[config.mk]
export PLATFORM = sky130hd
export DESIGN_NAME = iwr_core
export DESIGN_NICKNAME = d
export VERILOG_FILES = /design/src/pkg/iwr_pkg.sv /design/src/hw/iwr_sync.sv /design/src/hw/iwr_core.sv
export SDC_FILE = /design/constraint.sdc
export NUM_CORES = 1
export LEC_CHECK = 0
export BUFFER_PORTS_ARGS = -buffer_cell sky130_fd_sc_hd__buf_2
export CAP_MARGIN = 30
export CORE_MARGIN = 3
export CORE_UTILIZATION = 54
export DETAILED_ROUTE_END_ITERATION = 8
export GPL_ROUTABILITY_DRIVEN = 0
export PLACE_DENSITY = 0.88
export SLEW_MARGIN = 25
export SYNTH_ARGS = -nofsm -noshare
export SYNTH_HDL_FRONTEND = slang
export SYNTH_HIERARCHICAL = 1
export SYNTH_SLANG_ARGS = --single-unit
export TNS_END_PERCENT = 1
[constraint.sdc]
create_clock -name ref_clk_in -period 2.8 [get_ports ref_clk_in]
set_clock_uncertainty 0.15 [all_clocks]
set_input_delay 0.28 -clock ref_clk_in [delete_from_list [all_inputs] [get_ports ref_clk_in]]
set_output_delay 0.28 -clock ref_clk_in [all_outputs]
set_load 0.01 [all_outputs]
[src/pkg/iwr_pkg.sv]
// iwr_pkg: constants and carrier types for the bus wait/reservation block
// assumes a 20 MHz ref_clk_in; all widths fixed
package iwr_pkg;
    localparam int CLK_MHZ = 20;
    localparam int FALL_NS = 300;                       // line fall time, ns
    localparam int FALL_CYC = (FALL_NS * CLK_MHZ + 999) / 1000;
    localparam int EXTRA_CLKS = 4;
    localparam int CTL0_STT_BIT = 1;
    localparam int STS_MASTER_STATUS_FLAG_BIT = 7;
    localparam int STS_TRC_BIT = 3;
    localparam logic [7:0] WIDTH_RST = 8'h10;
    localparam logic [3:0] BITS_DATA = 4'h8;
    localparam logic [3:0] BITS_ACK = 4'h9;

    typedef enum logic [2:0] {
        IWR_IDLE = 3'b000,
        IWR_RESV = 3'b001,
        IWR_LOW  = 3'b010,
        IWR_HIGH = 3'b011,
        IWR_WAIT = 3'b100,
        IWR_STOP = 3'b101
    } iwr_state_e;

    typedef struct packed {
        logic [7:0] ctl0;       // bus_control_register_0
        logic [7:0] low_width;  // scl_low_width_register
        logic [7:0] high_width; // scl_high_width_register
        logic [7:0] tx_byte;    // pending byte for bus_shift_register
        logic write_shift;      // one-cycle write to bus_shift_register
        logic ack_generation_enable;
        logic wait_timing_select; // 1: wait after ninth clock, except slave receiver acking (eighth)
        logic wait_release;     // one-cycle release of a wait
    } iwr_ctrl_s;

    typedef struct packed {
        logic [7:0] status;     // bus_status_register
        logic [7:0] shift;      // bus_shift_register
        logic transfer_direction_status;
        logic bus_interface_interrupt;
        logic in_wait;
    } iwr_stat_s;
endpackage

[src/hw/iwr_sync.sv]
// iwr_sync: three-flop input synchroniser with agreement filter
// assumes input from outside the ref_clk_in domain
`timescale 1ns/1ps
`default_nettype none
module iwr_sync (
    input wire logic ref_clk_in,  // clock
    input wire logic srst_in,     // sync reset
    input wire logic d_in,        // raw pin
    output logic q_out            // filtered level
);
    logic s1_q, s2_q, s3_q, f_q;
    logic f_d;
    always_comb
    begin
        f_d = (s2_q == s3_q) ? s2_q : f_q;
    end
    always_ff @(posedge ref_clk_in)
    begin
        if (srst_in)
        begin
            s1_q <= 1'b1;
            s2_q <= 1'b1;
            s3_q <= 1'b1;
            f_q <= 1'b1;
        end
        else
        begin
            s1_q <= d_in;
            s2_q <= s1_q;
            s3_q <= s2_q;
            f_q <= f_d;
        end
    end
    assign q_out = f_q;
endmodule
`default_nettype wire

[src/hw/iwr_core.sv]
// iwr_core: serial clock timing, wait stretching, reservation and master status
// assumes open-drain lines resolved outside; software drives the ctrl struct
`timescale 1ns/1ps
`default_nettype none
module iwr_core (
    input wire logic ref_clk_in,              // 20 MHz clock
    input wire logic srst_in,                 // sync reset, active high
    input wire iwr_pkg::iwr_ctrl_s ctrl_in,   // software control
    input wire logic scl_in,                  // serial_clock_line level
    input wire logic sda_in,                  // serial_data_line level
    input wire logic stop_det_in,             // stop condition seen, pulse
    input wire logic addr_match_in,           // slave address match, pulse
    input wire logic slave_tx_in,             // matched read request
    input wire logic arb_lost_in,             // arbitration lost, pulse
    output logic scl_out,                     // clock drive value (0)
    output logic scl_oe_n_out,                // low while pulling clock low
    output var iwr_pkg::iwr_stat_s stat_out   // status to software
);
    import iwr_pkg::*;

    logic scl_s;
    logic sda_s;
    iwr_state_e st_q, st_d;
    logic [9:0] cnt_q, cnt_d;
    logic [3:0] bit_q, bit_d;
    logic master_status_flag_q, master_status_flag_d;
    logic trc_q, trc_d;
    logic irq_q, irq_d;
    logic resv_q, resv_d;
    logic [7:0] shift_q, shift_d;
    logic drive_low;
    logic wait_pt;
    logic start_condition_request;
    logic [3:0] bit_nxt;

    iwr_sync u_scl (
        .ref_clk_in(ref_clk_in),
        .srst_in(srst_in),
        .d_in(scl_in),
        .q_out(scl_s)
    );
    iwr_sync u_sda (
        .ref_clk_in(ref_clk_in),
        .srst_in(srst_in),
        .d_in(sda_in),
        .q_out(sda_s)
    );

    assign start_condition_request = ctrl_in.ctl0[CTL0_STT_BIT];
    // count of high phases once the current one ends
    assign bit_nxt = bit_q + 4'h1;
    // wait point: slave receiver acking stretches after the eighth clock
    always_comb
    begin
        if (!master_status_flag_q && !trc_q && ctrl_in.ack_generation_enable)
            wait_pt = (bit_nxt == BITS_DATA);
        else
            wait_pt = ctrl_in.wait_timing_select ? (bit_nxt == BITS_ACK) : (bit_nxt == BITS_DATA);
    end

    always_comb
    begin
        st_d = st_q;
        cnt_d = cnt_q;
        bit_d = bit_q;
        master_status_flag_d = master_status_flag_q;
        trc_d = trc_q;
        irq_d = 1'b0;
        resv_d = resv_q;
        shift_d = shift_q;
        drive_low = 1'b0;
        if (ctrl_in.write_shift)
            shift_d = ctrl_in.tx_byte;
        if (arb_lost_in)
        begin
            master_status_flag_d = 1'b0;
            irq_d = 1'b1;
        end
        if (addr_match_in)
        begin
            trc_d = slave_tx_in;
            irq_d = 1'b1;
            bit_d = 4'h0;
            st_d = IWR_WAIT;
        end
        unique case (st_q)
            IWR_IDLE:
            begin
                if (start_condition_request && !master_status_flag_q)
                begin
                    if (scl_s && sda_s)
                    begin
                        master_status_flag_d = 1'b1;
                        trc_d = 1'b1;
                        bit_d = 4'h0;
                        cnt_d = {2'b00, ctrl_in.low_width};
                        st_d = IWR_LOW;
                    end
                    else
                    begin
                        resv_d = 1'b1;  // bus busy: reserve
                        st_d = IWR_RESV;
                    end
                end
            end
            IWR_RESV:
            begin
                if (stop_det_in)
                begin
                    shift_d = ctrl_in.tx_byte;
                    cnt_d = 10'({2'b00, ctrl_in.low_width} + {2'b00, ctrl_in.high_width}
                        + 10'(EXTRA_CLKS) + 10'(2 * FALL_CYC));
                    st_d = IWR_STOP;
                end
            end
            IWR_STOP:
            begin
                if (cnt_q != 10'h000)
                    cnt_d = cnt_q - 10'h001;
                else
                begin
                    resv_d = 1'b0;
                    master_status_flag_d = 1'b1;
                    trc_d = 1'b1;
                    bit_d = 4'h0;
                    cnt_d = {2'b00, ctrl_in.low_width};
                    st_d = IWR_LOW;
                end
            end
            IWR_LOW:
            begin
                drive_low = 1'b1;
                if (cnt_q != 10'h000)
                    cnt_d = cnt_q - 10'h001;
                else
                begin
                    cnt_d = {2'b00, ctrl_in.high_width};
                    st_d = IWR_HIGH;
                end
            end
            IWR_HIGH:
            begin
                // high period counts only once the line is sensed high
                if (scl_s)
                begin
                    if (cnt_q != 10'h000)
                        cnt_d = cnt_q - 10'h001;
                    else
                    begin
                        bit_d = (bit_nxt == BITS_ACK) ? 4'h0 : bit_nxt;
                        cnt_d = {2'b00, ctrl_in.low_width};
                        st_d = IWR_LOW;
                    end
                end
            end
            IWR_WAIT:
            begin
                drive_low = 1'b1;
                if (ctrl_in.wait_release)
                begin
                    // bit count kept: a wait after the eighth clock resumes with the ninth
                    cnt_d = {2'b00, ctrl_in.high_width};
                    st_d = master_status_flag_q ? IWR_HIGH : IWR_IDLE;
                end
            end
            default:
            begin
                st_d = IWR_IDLE;
            end
        endcase
        if ((st_q == IWR_HIGH) && (st_d == IWR_LOW) && wait_pt)
        begin
            irq_d = 1'b1;
            st_d = IWR_WAIT;
        end
        if (stop_det_in && st_q != IWR_RESV)
        begin
            master_status_flag_d = 1'b0;
            irq_d = 1'b1;
            st_d = IWR_IDLE;
        end
    end

    always_ff @(posedge ref_clk_in)
    begin
        if (srst_in)
        begin
            st_q <= IWR_IDLE;
            cnt_q <= 10'h000;
            bit_q <= 4'h0;
            master_status_flag_q <= 1'b0;
            trc_q <= 1'b0;
            irq_q <= 1'b0;
            resv_q <= 1'b0;
            shift_q <= 8'h00;
            scl_oe_n_out <= 1'b1;
        end
        else
        begin
            st_q <= st_d;
            cnt_q <= cnt_d;
            bit_q <= bit_d;
            master_status_flag_q <= master_status_flag_d;
            trc_q <= trc_d;
            irq_q <= irq_d;
            resv_q <= resv_d;
            shift_q <= shift_d;
            scl_oe_n_out <= !drive_low;
        end
    end

    assign scl_out = 1'b0;
    always_comb
    begin
        stat_out.status = 8'h00;
        stat_out.status[STS_MASTER_STATUS_FLAG_BIT] = master_status_flag_q;
        stat_out.status[STS_TRC_BIT] = trc_q;
        stat_out.shift = shift_q;
        stat_out.transfer_direction_status = trc_q;
        stat_out.bus_interface_interrupt = irq_q;
        stat_out.in_wait = (st_q == IWR_WAIT);
    end

    wait_holds_a: assert property (@(posedge ref_clk_in) disable iff (srst_in)
        (st_q == IWR_WAIT && !ctrl_in.wait_release) |=> !scl_oe_n_out)
        else $error("clock not held low during wait");
    resv_time_a: assert property (@(posedge ref_clk_in) disable iff (srst_in)
        (st_q == IWR_RESV && stop_det_in) |=> (st_q == IWR_STOP
        && cnt_q == 10'({2'b00, $past(ctrl_in.low_width)} + {2'b00, $past(ctrl_in.high_width)}
        + 10'(EXTRA_CLKS) + 10'(2 * FALL_CYC))))
        else $error("reservation wait length wrong");
    resv_load_a: assert property (@(posedge ref_clk_in) disable iff (srst_in)
        (st_q == IWR_RESV && stop_det_in) |=> shift_q == $past(ctrl_in.tx_byte))
        else $error("reserved byte not loaded on stop");
    master_status_flag_bit_a: assert property (@(posedge ref_clk_in) disable iff (srst_in)
        stat_out.status[STS_MASTER_STATUS_FLAG_BIT] == master_status_flag_q)
        else $error("master flag misplaced");
    high_sense_a: assert property (@(posedge ref_clk_in) disable iff (srst_in)
        (st_q == IWR_HIGH && !scl_s && !stop_det_in && !addr_match_in) |=> $stable(cnt_q))
        else $error("high period counted with line low");
    match_irq_a: assert property (@(posedge ref_clk_in) disable iff (srst_in)
        addr_match_in |=> (stat_out.bus_interface_interrupt
        && trc_q == $past(slave_tx_in)))
        else $error("match did not request first byte");
    low_count_a: assert property (@(posedge ref_clk_in) disable iff (srst_in)
        (st_q == IWR_LOW && cnt_q != 10'h000 && !stop_det_in && !addr_match_in)
        |=> cnt_q == $past(cnt_q) - 10'h001)
        else $error("low period count wrong");
    stt_start_a: assert property (@(posedge ref_clk_in) disable iff (srst_in)
        (st_q == IWR_IDLE && start_condition_request && !master_status_flag_q && !stop_det_in && !addr_match_in)
        |=> (st_q == IWR_LOW || st_q == IWR_RESV))
        else $error("start request ignored");
endmodule
`default_nettype wire

**Yosys cells after proc, flatten, opt, wreduce, memory -nomap -nowiden**

Index checks and enable logic that the tools add are counted.

- $add $sub $neg: 5
- Equal/unequal tests: 16
- Mux-type cells: 47
- Reductions and logical operators: 17

Operators by type and width:

| operator | count |
|---|---|
| $mux W10 | 7 |
| $pmux W10 S6 | 1 |
| $mux W4 | 7 |
| $mux W3 | 8 |
| $mux W8 | 3 |
| $pmux W3 S6 | 1 |
| $mux W1 | 15 |
| $pmux W4 S3 | 1 |
| $add A10 B4 Y10 const B | 1 |
| $add A9 B3 Y10 const B | 1 |
| $reduce_bool A10 Y1 | 1 |
| $sub A10 B1 Y10 const B | 1 |
| $add A8 B8 Y9 | 1 |
| $eq A3 B2 Y1 const B | 3 |
| $eq A4 B4 Y1 const B | 2 |
| $ne A2 B2 Y1 const B | 4 |
| $logic_and A1 B1 Y1 | 7 |
| $eq A3 B3 Y1 const B | 2 |
| $reduce_and A6 Y1 | 1 |
| $reduce_bool A6 Y1 | 1 |
| $add A4 B1 Y4 const B | 1 |
| $mux W2 | 2 |
| $pmux W1 S2 | 2 |
| $reduce_or A2 Y1 | 2 |
| 7 further kinds | 10 |

- Register bits: 37
- Input port bits: 44

**Logic depth before layout (Yosys ltp)**

- Word-level depth: 9
- Depth in mapped cells: 9
- Gate-level depth less buffers: 9

**By module**

Netlist, hierarchy kept.

Modules (own cells, without submodules):

| module | instances | cells an instance | area each (um^2) | sequential area each (um^2) |
|---|---|---|---|---|
| iwr_core | 1 | 305 | 2,497.4 | 580.6 |
| iwr_sync | 2 | 10 | 120.1 | 80.1 |

**Worst setup path before layout**

OpenSTA, ideal clock, no wires.

- Path kind: register to register
- From: reg cnt_q[0]
- To: reg st_q[2]
- Arrival: 2.098 ns
- Data required time: 2.558 ns
- Path slack: 0.460 ns
- Stages on the path, launching flop included: 9
- Path buffers: 1
- Clock period less this slack: 2.340 ns
- Cell sequence: dfxtp_1 inv_1 ha_1 or4b_1 buf_6 or4_4 a21oi_2 o31ai_1 o32ai_1

- Longest elaborated chain between the ends: 8

Ends and longest elaborated chain:

| what | RTL line | text |
|---|---|---|
| start: declaration | iwr_core.sv:24 | `logic [9:0] cnt_q, cnt_d;` |
| start signal: assignment | iwr_core.sv:201 | `cnt_q <= cnt_d;` |
| $reduce_bool A10 Y1 * | iwr_core.sv:118, iwr_core.sv:133, iwr_core.sv:146 |  |
| $mux W3 | iwr_core.sv:118, iwr_core.sv:146 |  |
| $mux W3 | iwr_core.sv:144 | `if (scl_s)` |
| $pmux W3 S6 * | iwr_core.sv:86 | `unique case (st_q)` |
| $eq A3 B2 Y1 | iwr_core.sv:171 | `if ((st_q == IWR_HIGH) && (st_d == IWR_LOW) && wait_pt)` |
| $logic_and A1 B1 Y1 (2 in a row) | iwr_core.sv:171 |  |
| $mux W3 * | iwr_core.sv:171 |  |
| end signal: assignment | iwr_core.sv:200 | `st_q <= st_d;` |
| end: declaration | iwr_core.sv:23 | `iwr_state_e st_q, st_d;` |

Every way passes the cells marked *; elsewhere a longest branch is shown, timed or not.
A chain may end at the register's enable or synchronous reset.

**Worst setup path after layout**

- From: reg cnt_q[0]
- To: reg cnt_q[5]

- Longest elaborated chain between the ends: 4

Ends and longest elaborated chain:

| what | RTL line |
|---|---|
| $sub A10 B1 Y10 / $reduce_bool A10 Y1 (equally long branches) | n/a |
| $mux W10 | iwr_core.sv:118, iwr_core.sv:146 |
| $mux W10 | iwr_core.sv:144 |
| $pmux W10 S6 * | iwr_core.sv:86 |

Every way passes the cells marked *; elsewhere a longest branch is shown, timed or not. The select of a mux whose other input is x is not followed.

==> results.ini <==
[timing]
finalMaxSlewViolations=0
final-hold-violation-count=0
worstMarginPinSlew_ns=0.5834
setup_tns_ns=0
finalCritPeriodShare_pct=94.45
max-slew-margin-rel_pct=61.05
finalCriticalPeriod_ns=2.645
rsz0062_at_grt=no
fmax_mhz=378.1
finalSetupViolCount=0

[grt]
first_global_vias=2483
global_route.overflow_total=0
wire_length_of_the_first_global_routing_pass_microns=11180
grt_start_max_net_pins=25
grt_use_total_pct=22.48
initial_antenna_violation_count=0

[die]
floorplan.rows=25
die_width_microns=77.20
boundaryPins=65
dieArea_sq_um=5960
initial_standard_cell_utilization_of_the_core_pct=56.83
floorplan.die.height_microns=77.20
core_area_sq_um=4817

[clock_network]
cts_htree_levels=2
cts_max_path_buffers=2
clk-insertion-delay-late_ns=0.29
post_cts_resized=0
clk_pin_slew_worst_paths_ns=0.08
clock-root-buffer=sky130_fd_sc_hd__clkbuf_8
cts_tree=built
cts-buffers-inserted=5
cts_num_sinks=37

[detailed_routing]
vias=2674
initialDrtViolationCount=301
first_pass_iters=5
totalWireLength_microns=6702
remaining_drc_errors=0
drt-wirelength-per-cell_microns=15.30
route.antenna.remaining_nets=0
ratio_of_routed_vias_to_standard_cells=6.105

[yosys]
biggest_area_contributors_in_the_synthesized_netlist=sky130_fd_sc_hd__dfxtp_1 27%, sky130_fd_sc_hd__ha_1 8.7%, sky130_fd_sc_hd__nor2_1 5.3%, sky130_fd_sc_hd__mux2i_1 4.8%, sky130_fd_sc_hd__buf_4 3.0%
syn-instance-count=325
leading_register_cell_type_out_of_synthesis=sky130_fd_sc_hd__dfxtp_1
most_frequent_cell_after_synthesis=sky130_fd_sc_hd__nor2_1
synth_common_cells=39 x sky130_fd_sc_hd__nor2_1, 37 x sky130_fd_sc_hd__dfxtp_1, 21 x sky130_fd_sc_hd__nand2_1
synth_top_cell_by_area=sky130_fd_sc_hd__dfxtp_1
synth-seq-area-share_pct=27.06
ys_async_sr_fraction_pct=0
synth_top_area_share_pct=27.06
post_synthesis_instance_area_sq_um=2738
post_synth.cell_area_avg_sq_um=8.423
yosys_warnings=6
synth-edff-count=0
yosys_register_bits=37
synthDistinctLibCells=69

[min_path]
hold_crit_path_type=in2reg
min-delay-start=scl_in
holdPathStages=2
whs_endpoint=u_scl/s1_q

[layout]
area.growth.synth_to_final_pct=11.38
total_nets_final=434
layout-drive-gt1-share_pct=23.18
num-fill-cells=411
antenna_cells=0

[power_and_ir_drop]
comb_power_share_pct=32.4
power_total_uw=1610
power.switching_uw=553.5
leakagePower_uw=0.001341
pwr_density_cell_nw_per_um2=527.9
intPower_uw=1056
peak_ir_drop_on_the_vdd_network_mv=0.4022
clock_power_share_pct=29.5
net_switching_share_of_the_total_power_pct=34.39
power_frac_seq_pct=38.1

[job]
cap_viol_max_count=0

[critical_path]
worst_path_class_setup=reg2reg
critical_path_start_type=flop
worst_r2r_path_depth=7
end_kind=flop
worstPathArrival_ns=2.69
rr_startpoint=cnt_q[0]
critPathRequiredTime_ns=2.84
reg2reg_to=cnt_q[5]
cp_slowest_cell=sky130_fd_sc_hd__or4b_1
crit_path_cell_trace=inv_1 > ha_1 > or4b_1 > a2111oi_0 > or3b_2 > a221oi_1 > a211oi_1
regToRegSetupSlack_ns=0.16
worstPathMaxFanout=8
crit_path_max_incr_delay_ns=0.63

[status]
outcome=finished clean

[placed_design]
portBuffers=50
place.detailed.hpwl_microns=4927

==> flip-flops by register name (all words and copies together), names as in the netlist <==
register	flops
u_sda/s3_q	1
st_q	3
u_scl/q_out	1
cnt_q	10
bit_q	4
irq_q	1
u_scl/s3_q	1
u_sda/s1_q	1
u_sda/s2_q	1
u_scl/s2_q	1
u_scl/s1_q	1
shift_q	8
u_sda/q_out	1
trc_q	1
scl_oe_n_out	1
master_status_flag_q	1
==> layout by cell type, fill, tap and decap left out, types with 6 or more instances in the layout <==
cell type / instances
sky130_fd_sc_hd__buf_2: 50
sky130_fd_sc_hd__nor2_1: 39
sky130_fd_sc_hd__dfxtp_1: 37
sky130_fd_sc_hd__nand2_1: 21
sky130_fd_sc_hd__ha_1: 19
sky130_fd_sc_hd__inv_1: 18
sky130_fd_sc_hd__mux2i_1: 13
sky130_fd_sc_hd__a21oi_1: 11
sky130_fd_sc_hd__o21ai_0: 11
sky130_fd_sc_hd__nor3_1: 10
sky130_fd_sc_hd__a211oi_1: 8
sky130_fd_sc_hd__a311oi_1: 8
sky130_fd_sc_hd__nand3_1: 7
sky130_fd_sc_hd__conb_1: 7
sky130_fd_sc_hd__buf_4: 6
sky130_fd_sc_hd__or2_1: 6
==> critical path: cells and delay by family, from the launching register on <==
| family | cells | cell delay, ns |
|---|---|---|
| AND/OR/NAND/NOR | 2 | 0.94 |
| AO/OA/AOI/OAI | 3 | 0.79 |
| flip-flops | 1 | 0.33 |
| adder cells (fa/ha/maj) | 1 | 0.25 |
| buffers and inverters | 1 | 0.08 |
==> through the flow <==
step                      hold WS [ns]  utilization (%)  instances  worst slack, ns  area [sq um]
after floorplan                 0.2271                -        331           0.4599          2760
after global placement          0.2372            60.60        428           0.2919          2919
after detailed placement        0.2450            60.60        428           0.2034          2919
after CTS                      0.01533            62.99        436           0.1470          3034
after global routing           0.03145            63.30        438          0.01268          3049
final                          0.01569            63.30        438           0.1553          3049
==> worst max-delay path by stage <==
stage | start | to | slack, ns | cells past startpoint
5_1_grt | cnt_q[0] | cnt_q[5] | 0.01 | 7
4_1_cts | cnt_q[0] | cnt_q[4] | 0.15 | 7
2_1_floorplan | cnt_q[0] | st_q[2] | 0.46 | 8
3_3_place_gp | cnt_q[0] | st_q[2] | 0.29 | 6
6_report | cnt_q[0] | cnt_q[5] | 0.16 | 7
3_5_place_dp | cnt_q[0] | cnt_q[4] | 0.20 | 7
==> area by class of cell <==
cell class / count / area, sq um / area share [%]
Multi-Input combinational cell: 252 / 1747 / 57.28
Sequential cell: 37 / 740.7 / 24.29
Timing Repair Buffer: 56 / 295.3 / 9.684
Tap cell: 67 / 83.83 / 2.749
Clock buffer: 5 / 68.82 / 2.257
Inverter: 18 / 67.56 / 2.216
Clock inverter: 3 / 46.29 / 1.518
==> layer usage <==
metal	GRT usage, %	up-vias	part of all wire, %
met5	0	-	0
met4	8.897	0	2.6
met3	4.343	25	8.2
met2	37.39	155	49
met1	28.50	1234	40
li1	-	1260	-
==> power groups by stage <==
stage	Sequential, uW	Clock, uW	Combinational, uW
global route	620	491	577
finish	613	475	522
detailed placement	623	0	500
CTS	611	472	506
floorplan	613	0	406
global placement	619	0	480
==> logic make-up (layout without fill, tap and decap cells) <==
| group | count (synthesis) | count (layout) | synth area share, % |
|---|---|---|---|
| flops | 37 | 37 | 27.06 |
| xor+xnor | 8 | 8 | 2.560 |
| other cells | 1 | 7 | 0.1370 |
| simple gates | 123 | 123 | 23.95 |
| mux | 15 | 15 | 5.576 |
| buf+inv | 42 | 82 | 9.963 |
| compound gates | 79 | 79 | 21.34 |
| fa+ha+maj | 20 | 20 | 9.415 |
==> repair_timing <==
| item | CTS | global route |
|---|---|---|
| setup endpoints to repair | 0 | 4 |
| setup buffers | 0 | 2 |
| hold buffers | 0 | 0 |
Power figures use the tool's default switching activity.
